$ cat src/mnsx_pkg.sv
// Package with opcodes, phases, flag positions and reset values for the execution unit.
package mnsx_pkg;
  // Opcode prefixes of the 16-bit instruction word.
  localparam logic [7:0] OP_MUL_LIT   = 8'h0D;    // 0000 1101 kkkk kkkk
  localparam logic [6:0] OP_MUL_FILE  = 7'h01;    // 0000 001a ffff ffff
  localparam logic [6:0] OP_NEG_FILE  = 7'h36;    // 0110 110a ffff ffff
  localparam logic [5:0] OP_SUB_FILE  = 6'h17;    // 0101 11da ffff ffff
  localparam logic [7:0] OP_SUB_LIT   = 8'h08;    // 0000 1000 kkkk kkkk
  localparam logic [3:0] OP_IDLE_WIDE = 4'hF;     // 1111 xxxx xxxx xxxx
  // Field positions in the instruction word.
  localparam int DEST_BIT   = 9;
  localparam int ACCESS_BIT = 8;
  // Flag positions in the flag vector.
  localparam int FLG_C  = 0;
  localparam int FLG_DC = 1;
  localparam int FLG_Z  = 2;
  localparam int FLG_OV = 3;
  localparam int FLG_N  = 4;
  // Access bank split: offsets below this go to bank 0, the rest to bank 15.
  localparam logic [7:0] ACCESS_SPLIT = 8'h80;
  localparam logic [3:0] ACCESS_HIGH_BANK = 4'hF;
  // Reset values.
  localparam logic [7:0] RST_BYTE  = 8'h00;
  localparam logic [4:0] RST_FLAGS = 5'h00;
  localparam logic [3:0] RST_BANK  = 4'h0;
  // Operation selected in decode.
  typedef enum logic [2:0] {OPK_IDLE, OPK_MUL_LIT, OPK_MUL_FILE, OPK_NEG, OPK_SUB_FILE,
                            OPK_SUB_LIT} mnsx_op_t;
  // Four phases of one instruction cycle.
  typedef enum logic [1:0] {PH_DECODE, PH_READ, PH_PROCESS, PH_WRITE} mnsx_phase_t;
endpackage : mnsx_pkg

$ cat src/mnsx_exec_unit.sv
// Execution unit for multiply, negate, subtract and idle instructions in four phases.
`timescale 1ns/1ps
`default_nettype none
module mnsx_exec_unit (
  input  wire logic        clk_i,
  input  wire logic        resetn_i,
  input  wire logic [15:0] instr_i,            // Instruction word, sampled in decode.
  input  wire logic [7:0]  mem_rdata_i,        // Data memory read data, valid the cycle after read.
  input  wire logic [3:0]  bank_wr_data_i,     // New bank select value.
  input  wire logic        bank_wr_i,          // Load the bank select register.
  output logic             fetch_o,            // Pulse: an instruction word was taken on the last edge.
  output logic [11:0]      mem_addr_o,         // Data memory address.
  output logic             mem_rd_o,           // Data memory read strobe.
  output logic             mem_wr_o,           // Data memory write strobe.
  output logic [7:0]       mem_wdata_o,        // Data memory write data.
  output logic [7:0]       accumulator_o,      // Accumulator contents.
  output logic [7:0]       product_high_byte_o,
  output logic [7:0]       product_low_byte_o,
  output logic [4:0]       flags_o,            // N, OV, Z, DC, C from bit 4 down.
  output logic [3:0]       bank_select_register_o
);
  mnsx_pkg::mnsx_phase_t phase_reg;     // Current quarter of the instruction cycle.
  mnsx_pkg::mnsx_phase_t phase_next;
  mnsx_pkg::mnsx_op_t    op_reg;        // Operation held for the rest of the cycle.
  mnsx_pkg::mnsx_op_t    op_dec;        // Operation decoded from the incoming word.
  logic [15:0]           ir_reg;        // Instruction word held from decode onward.
  logic [7:0]            opnd_reg;      // File operand captured in the process phase.
  logic [7:0]            acc_reg;       // Accumulator.
  logic [7:0]            ph_reg;        // Product high byte.
  logic [7:0]            pl_reg;        // Product low byte.
  logic [4:0]            flg_reg;       // Status flags, N down to C.
  logic [4:0]            flg_new;       // Flags that a subtract or negate would produce.
  logic [3:0]            bank_reg;      // Bank select register.
  logic [11:0]           addr_reg;      // Registered data memory address.
  logic                  rd_reg;        // Data memory read strobe.
  logic                  wr_reg;        // Data memory write strobe.
  logic                  fetch_reg;     // Pulse after each instruction word is taken.
  logic [7:0]            wdata_reg;     // Registered data memory write data.

  // Decode of the incoming word; anything unknown behaves as idle.
  assign op_dec = (instr_i[15:8] == mnsx_pkg::OP_MUL_LIT)  ? mnsx_pkg::OPK_MUL_LIT  :
                  (instr_i[15:9] == mnsx_pkg::OP_MUL_FILE) ? mnsx_pkg::OPK_MUL_FILE :
                  (instr_i[15:9] == mnsx_pkg::OP_NEG_FILE) ? mnsx_pkg::OPK_NEG      :
                  (instr_i[15:10] == mnsx_pkg::OP_SUB_FILE) ? mnsx_pkg::OPK_SUB_FILE :
                  (instr_i[15:8] == mnsx_pkg::OP_SUB_LIT)  ? mnsx_pkg::OPK_SUB_LIT  :
                  mnsx_pkg::OPK_IDLE;

  // Operand address: access bank overrides the bank select when the access bit is 0.
  wire        uses_file = (op_reg == mnsx_pkg::OPK_MUL_FILE) || (op_reg == mnsx_pkg::OPK_NEG) ||
                          (op_reg == mnsx_pkg::OPK_SUB_FILE);
  wire [7:0]  f_off     = ir_reg[7:0];
  wire [3:0]  acc_bank  = (f_off < mnsx_pkg::ACCESS_SPLIT) ? mnsx_pkg::RST_BANK
                                                           : mnsx_pkg::ACCESS_HIGH_BANK;
  wire [11:0] f_addr    = ir_reg[mnsx_pkg::ACCESS_BIT] ? {bank_reg, f_off}
                                                       : {acc_bank, f_off};

  // Minuend and subtrahend for the arithmetic of the write phase.
  wire        is_neg  = (op_reg == mnsx_pkg::OPK_NEG);
  wire [7:0]  src_b   = (op_reg == mnsx_pkg::OPK_SUB_LIT) ? ir_reg[7:0] : opnd_reg;
  wire [7:0]  minuend = is_neg ? 8'h00 : src_b;
  wire [7:0]  subtra  = is_neg ? opnd_reg : acc_reg;
  // Both subtraction and negation are minuend + ~subtrahend + 1.
  wire [8:0]  diff    = {1'b0, minuend} + {1'b0, ~subtra} + 9'h001;
  wire [4:0]  ndiff   = {1'b0, minuend[3:0]} + {1'b0, ~subtra[3:0]} + 5'h01;
  wire        ov      = (minuend[7] != subtra[7]) && (diff[7] != minuend[7]);
  // Carry out of the add form is the inverted borrow, so no extra inversion is needed.
  always_comb begin
    flg_new                   = mnsx_pkg::RST_FLAGS;
    flg_new[mnsx_pkg::FLG_N]  = diff[7];
    flg_new[mnsx_pkg::FLG_OV] = ov;
    flg_new[mnsx_pkg::FLG_Z]  = (diff[7:0] == 8'h00);
    flg_new[mnsx_pkg::FLG_DC] = ndiff[4];
    flg_new[mnsx_pkg::FLG_C]  = diff[8];
  end
  wire [15:0] product = acc_reg * src_b;
  wire        to_acc  = (op_reg == mnsx_pkg::OPK_SUB_LIT) ||
                        ((op_reg == mnsx_pkg::OPK_SUB_FILE) && !ir_reg[mnsx_pkg::DEST_BIT]);
  wire        to_file = is_neg ||
                        ((op_reg == mnsx_pkg::OPK_SUB_FILE) && ir_reg[mnsx_pkg::DEST_BIT]);
  wire        sets_flg = is_neg || (op_reg == mnsx_pkg::OPK_SUB_FILE) ||
                         (op_reg == mnsx_pkg::OPK_SUB_LIT);

  // Phases run in fixed order, one instruction every four clocks.
  always_comb begin
    unique case (phase_reg)
      mnsx_pkg::PH_DECODE:  phase_next = mnsx_pkg::PH_READ;
      mnsx_pkg::PH_READ:    phase_next = mnsx_pkg::PH_PROCESS;
      mnsx_pkg::PH_PROCESS: phase_next = mnsx_pkg::PH_WRITE;
      mnsx_pkg::PH_WRITE:   phase_next = mnsx_pkg::PH_DECODE;
    endcase
  end

  // Phase strobes; each is high for exactly one clock of the four.
  wire        in_decode  = (phase_reg == mnsx_pkg::PH_DECODE);
  wire        in_read    = (phase_reg == mnsx_pkg::PH_READ);
  wire        in_process = (phase_reg == mnsx_pkg::PH_PROCESS);
  wire        in_write   = (phase_reg == mnsx_pkg::PH_WRITE);
  // Both multiply forms share the product path.
  wire        is_mul     = (op_reg == mnsx_pkg::OPK_MUL_LIT) ||
                           (op_reg == mnsx_pkg::OPK_MUL_FILE);

  // Phase counter: the only sequencing state, it never waits on anything outside.
  always_ff @(posedge clk_i or negedge resetn_i) begin
    if (!resetn_i) begin
      phase_reg <= mnsx_pkg::PH_DECODE;
    end else begin
      phase_reg <= phase_next;
    end
  end

  // Decode: capture the word and its operation, and pulse the fetch strobe.
  // The word is held for the whole cycle so the later phases see a stable operand field.
  always_ff @(posedge clk_i or negedge resetn_i) begin
    if (!resetn_i) begin
      ir_reg    <= 16'h0000;
      op_reg    <= mnsx_pkg::OPK_IDLE;
      fetch_reg <= 1'b0;
    end else begin
      fetch_reg <= in_decode;
      if (in_decode) begin
        ir_reg <= instr_i;
        op_reg <= op_dec;
      end
    end
  end

  // Bank select register; a load at any time is picked up by the next read phase.
  // A load in the same cycle as a read phase only affects the following instruction.
  always_ff @(posedge clk_i or negedge resetn_i) begin
    if (!resetn_i) begin
      bank_reg <= mnsx_pkg::RST_BANK;
    end else if (bank_wr_i) begin
      bank_reg <= bank_wr_data_i;
    end
  end

  // Read phase: drive the address and the strobe.
  // Idle and literal forms leave the memory alone, so no stray read side effects occur.
  always_ff @(posedge clk_i or negedge resetn_i) begin
    if (!resetn_i) begin
      addr_reg <= 12'h000;
      rd_reg   <= 1'b0;
    end else begin
      rd_reg <= in_read && uses_file;
      if (in_read) begin
        addr_reg <= f_addr;
      end
    end
  end

  // Process phase: the operand is taken while the read strobe stands.
  // The address is held until the next read phase, so the write goes to the same place.
  always_ff @(posedge clk_i or negedge resetn_i) begin
    if (!resetn_i) begin
      opnd_reg <= mnsx_pkg::RST_BYTE;
    end else if (in_process) begin
      opnd_reg <= mem_rdata_i;
    end
  end

  // Write phase, accumulator: only the subtract forms aimed at it may load it.
  always_ff @(posedge clk_i or negedge resetn_i) begin
    if (!resetn_i) begin
      acc_reg <= mnsx_pkg::RST_BYTE;
    end else if (in_write && to_acc) begin
      acc_reg <= diff[7:0];
    end
  end

  // Write phase, flags: only subtract and negate update them.
  // Multiply and idle words keep the old flags, so a zero product sets nothing.
  always_ff @(posedge clk_i or negedge resetn_i) begin
    if (!resetn_i) begin
      flg_reg <= mnsx_pkg::RST_FLAGS;
    end else if (in_write && sets_flg) begin
      flg_reg <= flg_new;
    end
  end

  // Write phase, product pair: both bytes load together so software never sees a torn pair.
  always_ff @(posedge clk_i or negedge resetn_i) begin
    if (!resetn_i) begin
      ph_reg <= mnsx_pkg::RST_BYTE;
      pl_reg <= mnsx_pkg::RST_BYTE;
    end else if (in_write && is_mul) begin
      ph_reg <= product[15:8];
      pl_reg <= product[7:0];
    end
  end

  // Write phase, memory: a one-clock strobe with the data beside it.
  always_ff @(posedge clk_i or negedge resetn_i) begin
    if (!resetn_i) begin
      wr_reg    <= 1'b0;
      wdata_reg <= mnsx_pkg::RST_BYTE;
    end else begin
      wr_reg <= in_write && to_file;
      if (in_write && to_file) begin
        wdata_reg <= diff[7:0];
      end
    end
  end

  // Every output is a plain copy of a register.
  assign fetch_o                = fetch_reg;
  assign mem_addr_o             = addr_reg;
  assign mem_rd_o               = rd_reg;
  assign mem_wr_o               = wr_reg;
  assign mem_wdata_o            = wdata_reg;
  assign accumulator_o          = acc_reg;
  assign product_high_byte_o    = ph_reg;
  assign product_low_byte_o     = pl_reg;
  assign flags_o                = flg_reg;
  assign bank_select_register_o = bank_reg;
endmodule : mnsx_exec_unit
`default_nettype wire

$ cat config.mk
export PLATFORM = sky130hd
export DESIGN_NAME = mnsx_exec_unit
export DESIGN_NICKNAME = d
export VERILOG_FILES = /design/src/mnsx_pkg.sv /design/src/mnsx_exec_unit.sv
export SDC_FILE = /design/constraint.sdc
export NUM_CORES = 1
export LEC_CHECK = 0
export CORE_ASPECT_RATIO = 0.6
export CORE_MARGIN = 3
export CORE_UTILIZATION = 30
export CTS_CLUSTER_DIAMETER = 50
export DETAILED_ROUTE_END_ITERATION = 10
export DONT_BUFFER_PORTS = 1
export GPL_TIMING_DRIVEN = 0
export SLEW_MARGIN = 30
export SYNTH_ARGS = -nofsm -noshare
export SYNTH_HDL_FRONTEND = slang
export SYNTH_SLANG_ARGS = --single-unit
$ cat constraint.sdc
create_clock -name clk_i -period 4.5 [get_ports clk_i]
set_input_delay 0.45 -clock clk_i [delete_from_list [all_inputs] [get_ports clk_i]]
set_output_delay 0.45 -clock clk_i [all_outputs]
set_load 0.01 [all_outputs]
### Word level (Yosys, flattened, before mapping)

Cells that the tools add are included.

| word-level totals | value |
|---|---|
| bits in registers | 79 |
| latch bits | 0 |
| memory bits (writable) | 0 |
| bits in read-only memories | 0 |
| input port bits | 31 |
| output and inout port bits | 56 |
| logic and storage cells | 66 |
| memories | 0 |

| cells by class | value |
|---|---|
| $add $sub $neg | 4 |
| $mul | 1 |
| div/mod/pow operators | 0 |
| order comparisons | 1 |
| equal/unequal tests | 15 |
| shifts and indexed selects | 0 |
| muxes and demuxes | 11 |
| bitwise operators | 2 |
| reduce and logical (&&, ||, !) cells | 18 |

Operators with widths:

| kind | count |
|---|---|
| $mux W8 | 3 |
| $eq A8 B4 Y1 const B | 2 |
| $mul A8 B8 Y16 | 1 |
| $mux W3 | 5 |
| $mux W12 | 1 |
| $add A8 B8 Y9 | 1 |
| $add A9 B1 Y9 const B | 1 |
| $logic_and A1 B1 Y1 | 8 |
| $logic_not A8 Y1 | 1 |
| $lt A8 B8 Y1 const B | 1 |
| $not A8 Y8 | 1 |
| $pmux W2 S4 | 1 |
| $eq A7 B1 Y1 const B | 1 |
| $eq A7 B6 Y1 const B | 1 |
| $logic_or A1 B1 Y1 | 7 |
| $eq A3 B2 Y1 const B | 2 |
| $eq A3 B3 Y1 const B | 2 |
| $eq A6 B5 Y1 const B | 1 |
| $add A4 B4 Y5 | 1 |
| $add A5 B1 Y5 const B | 1 |
| $eq A2 B2 Y1 const B | 2 |
| $mux W4 | 1 |
| $not A4 Y4 | 1 |
| $eq A3 B1 Y1 const B | 1 |
| 4 further kinds | 5 |

### Logic depth before layout (Yosys ltp)

| depth | value |
|---|---|
| word-level depth | 7 |
| depth in mapped cells | 19 |
| depth with buffers taken out | 19 |

### Worst setup path before layout

OpenSTA, ideal clock, no wires.

| timing path | value |
|---|---|
| kind | register -> register |
| start | register op_reg[1] |
| end | register ph_reg[6], in the netlist product_high_byte_o[6] |
| library setup time | 133 ps |
| arrival time | 4,664 ps |
| data required time | 4,367 ps |
| slack | -296 ps |
| stages on the path, launching flop included | 18 |
| buffers on the path | 0 |
| clock period less this slack | 4,796 ps |
| path through | dfrtp_1 nor2b_4 nand2_8 mux2_4 and2_1 fa_1 fa_1 fa_1 inv_1 fa_1 inv_1 ha_1 a21oi_1 inv_1 a211o_1 a21oi_1 mux2i_1 o211ai_1 |

| on the way | value |
|---|---|
| cells in the longest elaborated chain, start to end | 3 |
| elaborated cells on any way between the ends | 7 |
| those cells by class | mul: 1; eq/ne: 3; mux: 1; reduce/logical: 2 |

Ends and longest elaborated chain:

| element | line | RTL |
|---|---|---|
| start: declaration | mnsx_exec_unit.sv:24 | `mnsx_pkg::mnsx_op_t op_reg;` |
| start signal: assignment | mnsx_exec_unit.sv:116 | `op_reg <= mnsx_pkg::OPK_IDLE;` |
| start signal: assignment | mnsx_exec_unit.sv:122 | `op_reg <= op_dec;` |
| $eq A3 B3 Y1 (tied with other cells) | mnsx_exec_unit.sv:59 | `wire [7:0] src_b = (op_reg == mnsx_pkg::OPK_SUB_LIT) ? ir_reg[7:0] : opnd_reg;` |
| $mux W8 / $logic_or A1 B1 Y1 (equally long branches) | mnsx_exec_unit.sv:59, mnsx_exec_unit.sv:99 |  |
| $mul A8 B8 Y16 / $logic_and A1 B1 Y1 (equally long branches) | mnsx_exec_unit.sv:75, mnsx_exec_unit.sv:185 |  |
| end signal: assignment | mnsx_exec_unit.sv:183 | `ph_reg <= mnsx_pkg::RST_BYTE;` |
| end signal: assignment | mnsx_exec_unit.sv:186 | `ph_reg <= product[15:8];` |
| end: declaration | mnsx_exec_unit.sv:29 | `logic [7:0] ph_reg;` |

Parallel ways exist; a longest one is shown, timed or not.
A chain may end at the register's enable or synchronous reset.

### Worst setup path after layout

| timing path | value |
|---|---|
| start | register op_reg[1] |
| end | register ph_reg[7], in the netlist product_high_byte_o[7] |

Same word-level chain as after synthesis.

==> key figures <==
Run status
  – Status: finished with violations
  – Failing checks: negative hold slack, negative setup slack

Floorplanning
  – Die Ht: 113.3 µm
  – CORE AREA: 18,450 µm²
  – Initial Util: 31.20%
  – Die area: 20,940 µm²
  – Placement Rows: 38
  – # IOs: 87
  – Width of the die: 184.8 µm

STA
  – Slew Limit Headroom: 59.74%
  – Final Worst Setup Slack: -93.32 ps
  – Clock Skew: 8.602 ps
  – Hold Fails Final Rpt: 15
  – Pins Over Slew Limit: 0
  – Worst Max-Slew Pin Slew: 603.9 ps
  – Min Tclk post-route: 4593 ps
  – RSZ-0062 raised after global routing: true
  – Worst hold margin: -10.46 ps
  – Fmax: 217.7 MHz
  – Final setup violating endpoints: 4
  – Final period utilization: 102.1%

Synth
  – Seq cells post-synth: 79
  – Syn Nets: 668
  – Gate Count Post-Synth: 552
  – Seq/Total Area, Yosys: 34.35%
  – Post-synth top flop: dfrtp_1
  – Post-synth top area cell: dfrtp_1
  – Synth Warn #: 0
  – Synth area leaders: dfrtp_1 (34%), fa_1 (13%), ha_1 (10%)
  – FFs w/ async S/R, synth: 100.0%
  – Synth top area share: 34.35%
  – Syn avg cell area: 10.43 µm²
  – Yosys cell types: 54
  – Post-synth EDFFs: 0
  – Synthesized area: 5756 µm²

CTS
  – Skew-Pair Late Insertion Delay: 360 ps
  – Clk sinks: 79
  – CTS buffer count: 9
  – H-Tree Depth: 3
  – CTS clock-pin slew for the worst setup and hold paths: 70 ps
  – CTS root buf: clkbuf_16
  – TritonCTS clock tree: built
  – Clock buffer depth: 2

Detailed routing
  – Drt wl/cell: 17.49 µm
  – Drt pass-1 iters: 4
  – Via count: 4,060
  – Via density per instance: 4.886
  – Number of DRC markers in iteration 0: 171
  – Final antenna-violating net count: 0
  – Total Routed Length: 14,530 µm
  – Drt drc: 0

Final layout
  – Final Instance Count excl. Fillers: 831
  – Fraction of layout instances using a drive strength above 1: 26.57%
  – # diodes: 0
  – Area growth syn-to-layout: 19.87%
  – Filler instances: 1,817
  – Flip-flop count of the largest register after layout: 12
  – Design Area, Final: 6899 µm²
  – Final nets: 702

Place
  – Area after DPL: 6130 µm²
  – Dpl cells: 792
  – Number of port buffers: 0
  – Dpl hpwl: 11,140 µm
  – Final RePlAce weighted congestion: 0.9316

Critical path
  – Setup CP Type: reg2reg
  – CP required: 4740 ps
  – Crit path max fanout: 7
  – Worst r2r path cells: 17
  – Worst setup path start: op_reg[1]
  – CP arrival: 4830 ps
  – CP Capture Type: flip-flop
  – Startpoint Class: flip-flop
  – Worst flop-to-flop path startpoint: op_reg[1]
  – Reg-to-reg endpoint: product_high_byte_o[7]
  – Worst reg-to-reg setup slack: -90 ps

Power and ir drop
  – Power Total: 2051 µW
  – Pwr/cell area: 297.3 nW/µm²
  – Leakage power: 0.003157 µW
  – Peak supply drop: 179.3 µV

Min path
  – Worst Hold Class: in2async

Global routing
  – Vias in the first global route: 4,120
  – First-pass GRT wire length: 22,750 µm
  – Largest net degree at the start of global routing: 80
  – Grt ovf: 0
  – Initial antenna violation count: 1
  – GRT Total Usage: 14.20%

Flow run
  – Max-cap violations: 0
-- report_power, final --
| part | total, µW | internal, µW | switching [µW] |
|---|---|---|---|
| clock | 824 | 505 | 319 |
| combinational | 421 | 193 | 228 |
| sequential | 806 | 749 | 56.8 |
-- worst max-delay path by stage --
stage	to	depth (start not counted)
2_1_floorplan	product_high_byte_o[3]	17
3_3_place_gp	product_high_byte_o[3]	17
3_5_place_dp	product_high_byte_o[7]	17
4_1_cts	product_high_byte_o[6]	17
5_1_grt	product_high_byte_o[5]	19
6_report	product_high_byte_o[7]	17
-- kinds of logic after synthesis --
group	after synthesis	synth area share (%)
compound gates	81	8.500
xor+xnor	15	2.413
fa+ha+maj	85	23.30
buf+inv	77	5.348
flops	79	34.35
mux	61	11.70
simple gates	154	14.39
-- per-layer routing --
layer	vias up	GRT usage [%]	part of all wire (%)
li1	1902	-	-
met1	2042	20.50	48
met2	98	19.25	41
met3	16	6.585	9.5
met4	2	3.147	0.91
met5	-	0	0.069
-- cells in the mapped netlist (2+ instances only) --
| master | number |
|---|---|
| mux2i_1 | 14 |
| a31oi_1 | 2 |
| and2_1 | 22 |
| nor3b_1 | 5 |
| nor2b_1 | 31 |
| nand3_1 | 3 |
| and3_1 | 3 |
| nor2_1 | 28 |
| buf_1 | 5 |
| nor3_1 | 2 |
| a21oi_2 | 2 |
| buf_2 | 5 |
| fa_1 | 37 |
| ha_1 | 48 |
| a21oi_1 | 29 |
| o21ai_0 | 22 |
| a21o_1 | 5 |
| dfrtp_1 | 79 |
| inv_1 | 58 |
| xor2_1 | 5 |
| o21a_1 | 2 |
| a211oi_1 | 4 |
| nand2b_1 | 10 |
| o31a_1 | 2 |
| nand2_1 | 40 |
| mux2_2 | 46 |
| clkbuf_1 | 6 |
| o21ai_1 | 3 |
| xnor2_1 | 9 |
-- layout by cell type (no fill, tap or decap), types with 5 or more instances in the layout --
cell type	synthesis	layout
nand2b_1	10	7
nor3b_1	5	5
nor2b_2	0	5
fa_1	37	34
and2_4	1	5
a21oi_1	29	24
xor2_1	5	5
clkbuf_1	6	5
ha_1	48	40
and2_1	22	18
buf_4	1	17
nor2b_1	31	25
a21o_1	5	5
mux2_2	46	44
xnor2_1	9	9
inv_2	0	6
a21oi_2	2	6
clkbuf_16	0	9
ha_4	0	8
inv_1	58	52
buf_6	1	7
o21ai_0	22	20
buf_1	5	5
mux2i_1	14	10
dfrtp_1	79	78
nor2_1	28	26
nand2_1	40	35
-- worst max-delay path: stages, from the launching register on --
cell      delay, ps
dfrtp_2         420
nor2b_4         180
nand2_8         120
mux2_4          360
and2_4          170
fa_1            500
fa_1            510
fa_1            510
inv_1            50
fa_1            490
inv_2            40
ha_4            290
nand2_2          50
a211oi_2        230
a211oi_2         90
a31oi_1         230
xnor2_1         150
o21ai_1          70
-- cell type report --
cell class	count	area, µm²	area share (%)
multi-input cells	397	3771	54.66
clock buffers	10	239.0	3.464
plain buffers	19	97.59	1.415
clock inverters	6	91.34	1.324
flip-flops and latches	79	1978	28.67
repair buffers	22	203.9	2.956
inverters	58	217.7	3.156
well taps	240	300.3	4.353
-- metrics by stage --
step	setup WS, ps	hold slack, ps	utilization (%)	setup TNS, ps
after global routing	-299.7	23.86	37.40	-1371
after CTS	-135.3	9.934	36.61	-371.9
after detailed placement	-505.3	159.4	33.23	-2983
after global placement	-436.2	161.6	33.23	-2540
after floorplan	-19.89	154.4	-	-33.72
final	-93.32	-10.46	37.40	-303.5
-- repair_timing --
| action | CTS | global route |
|---|---|---|
| setup endpoints to repair | 9 | 8 |
| gates resized for setup | 27 | 29 |
| setup buffers | 17 | 4 |
| pin swaps | 20 | 23 |
| cloned | 0 | 1 |
| endpoints found under the hold margin | 79 | 0 |
| hold buffers | 1 | 0 |
Power figures use the tool's default switching activity.
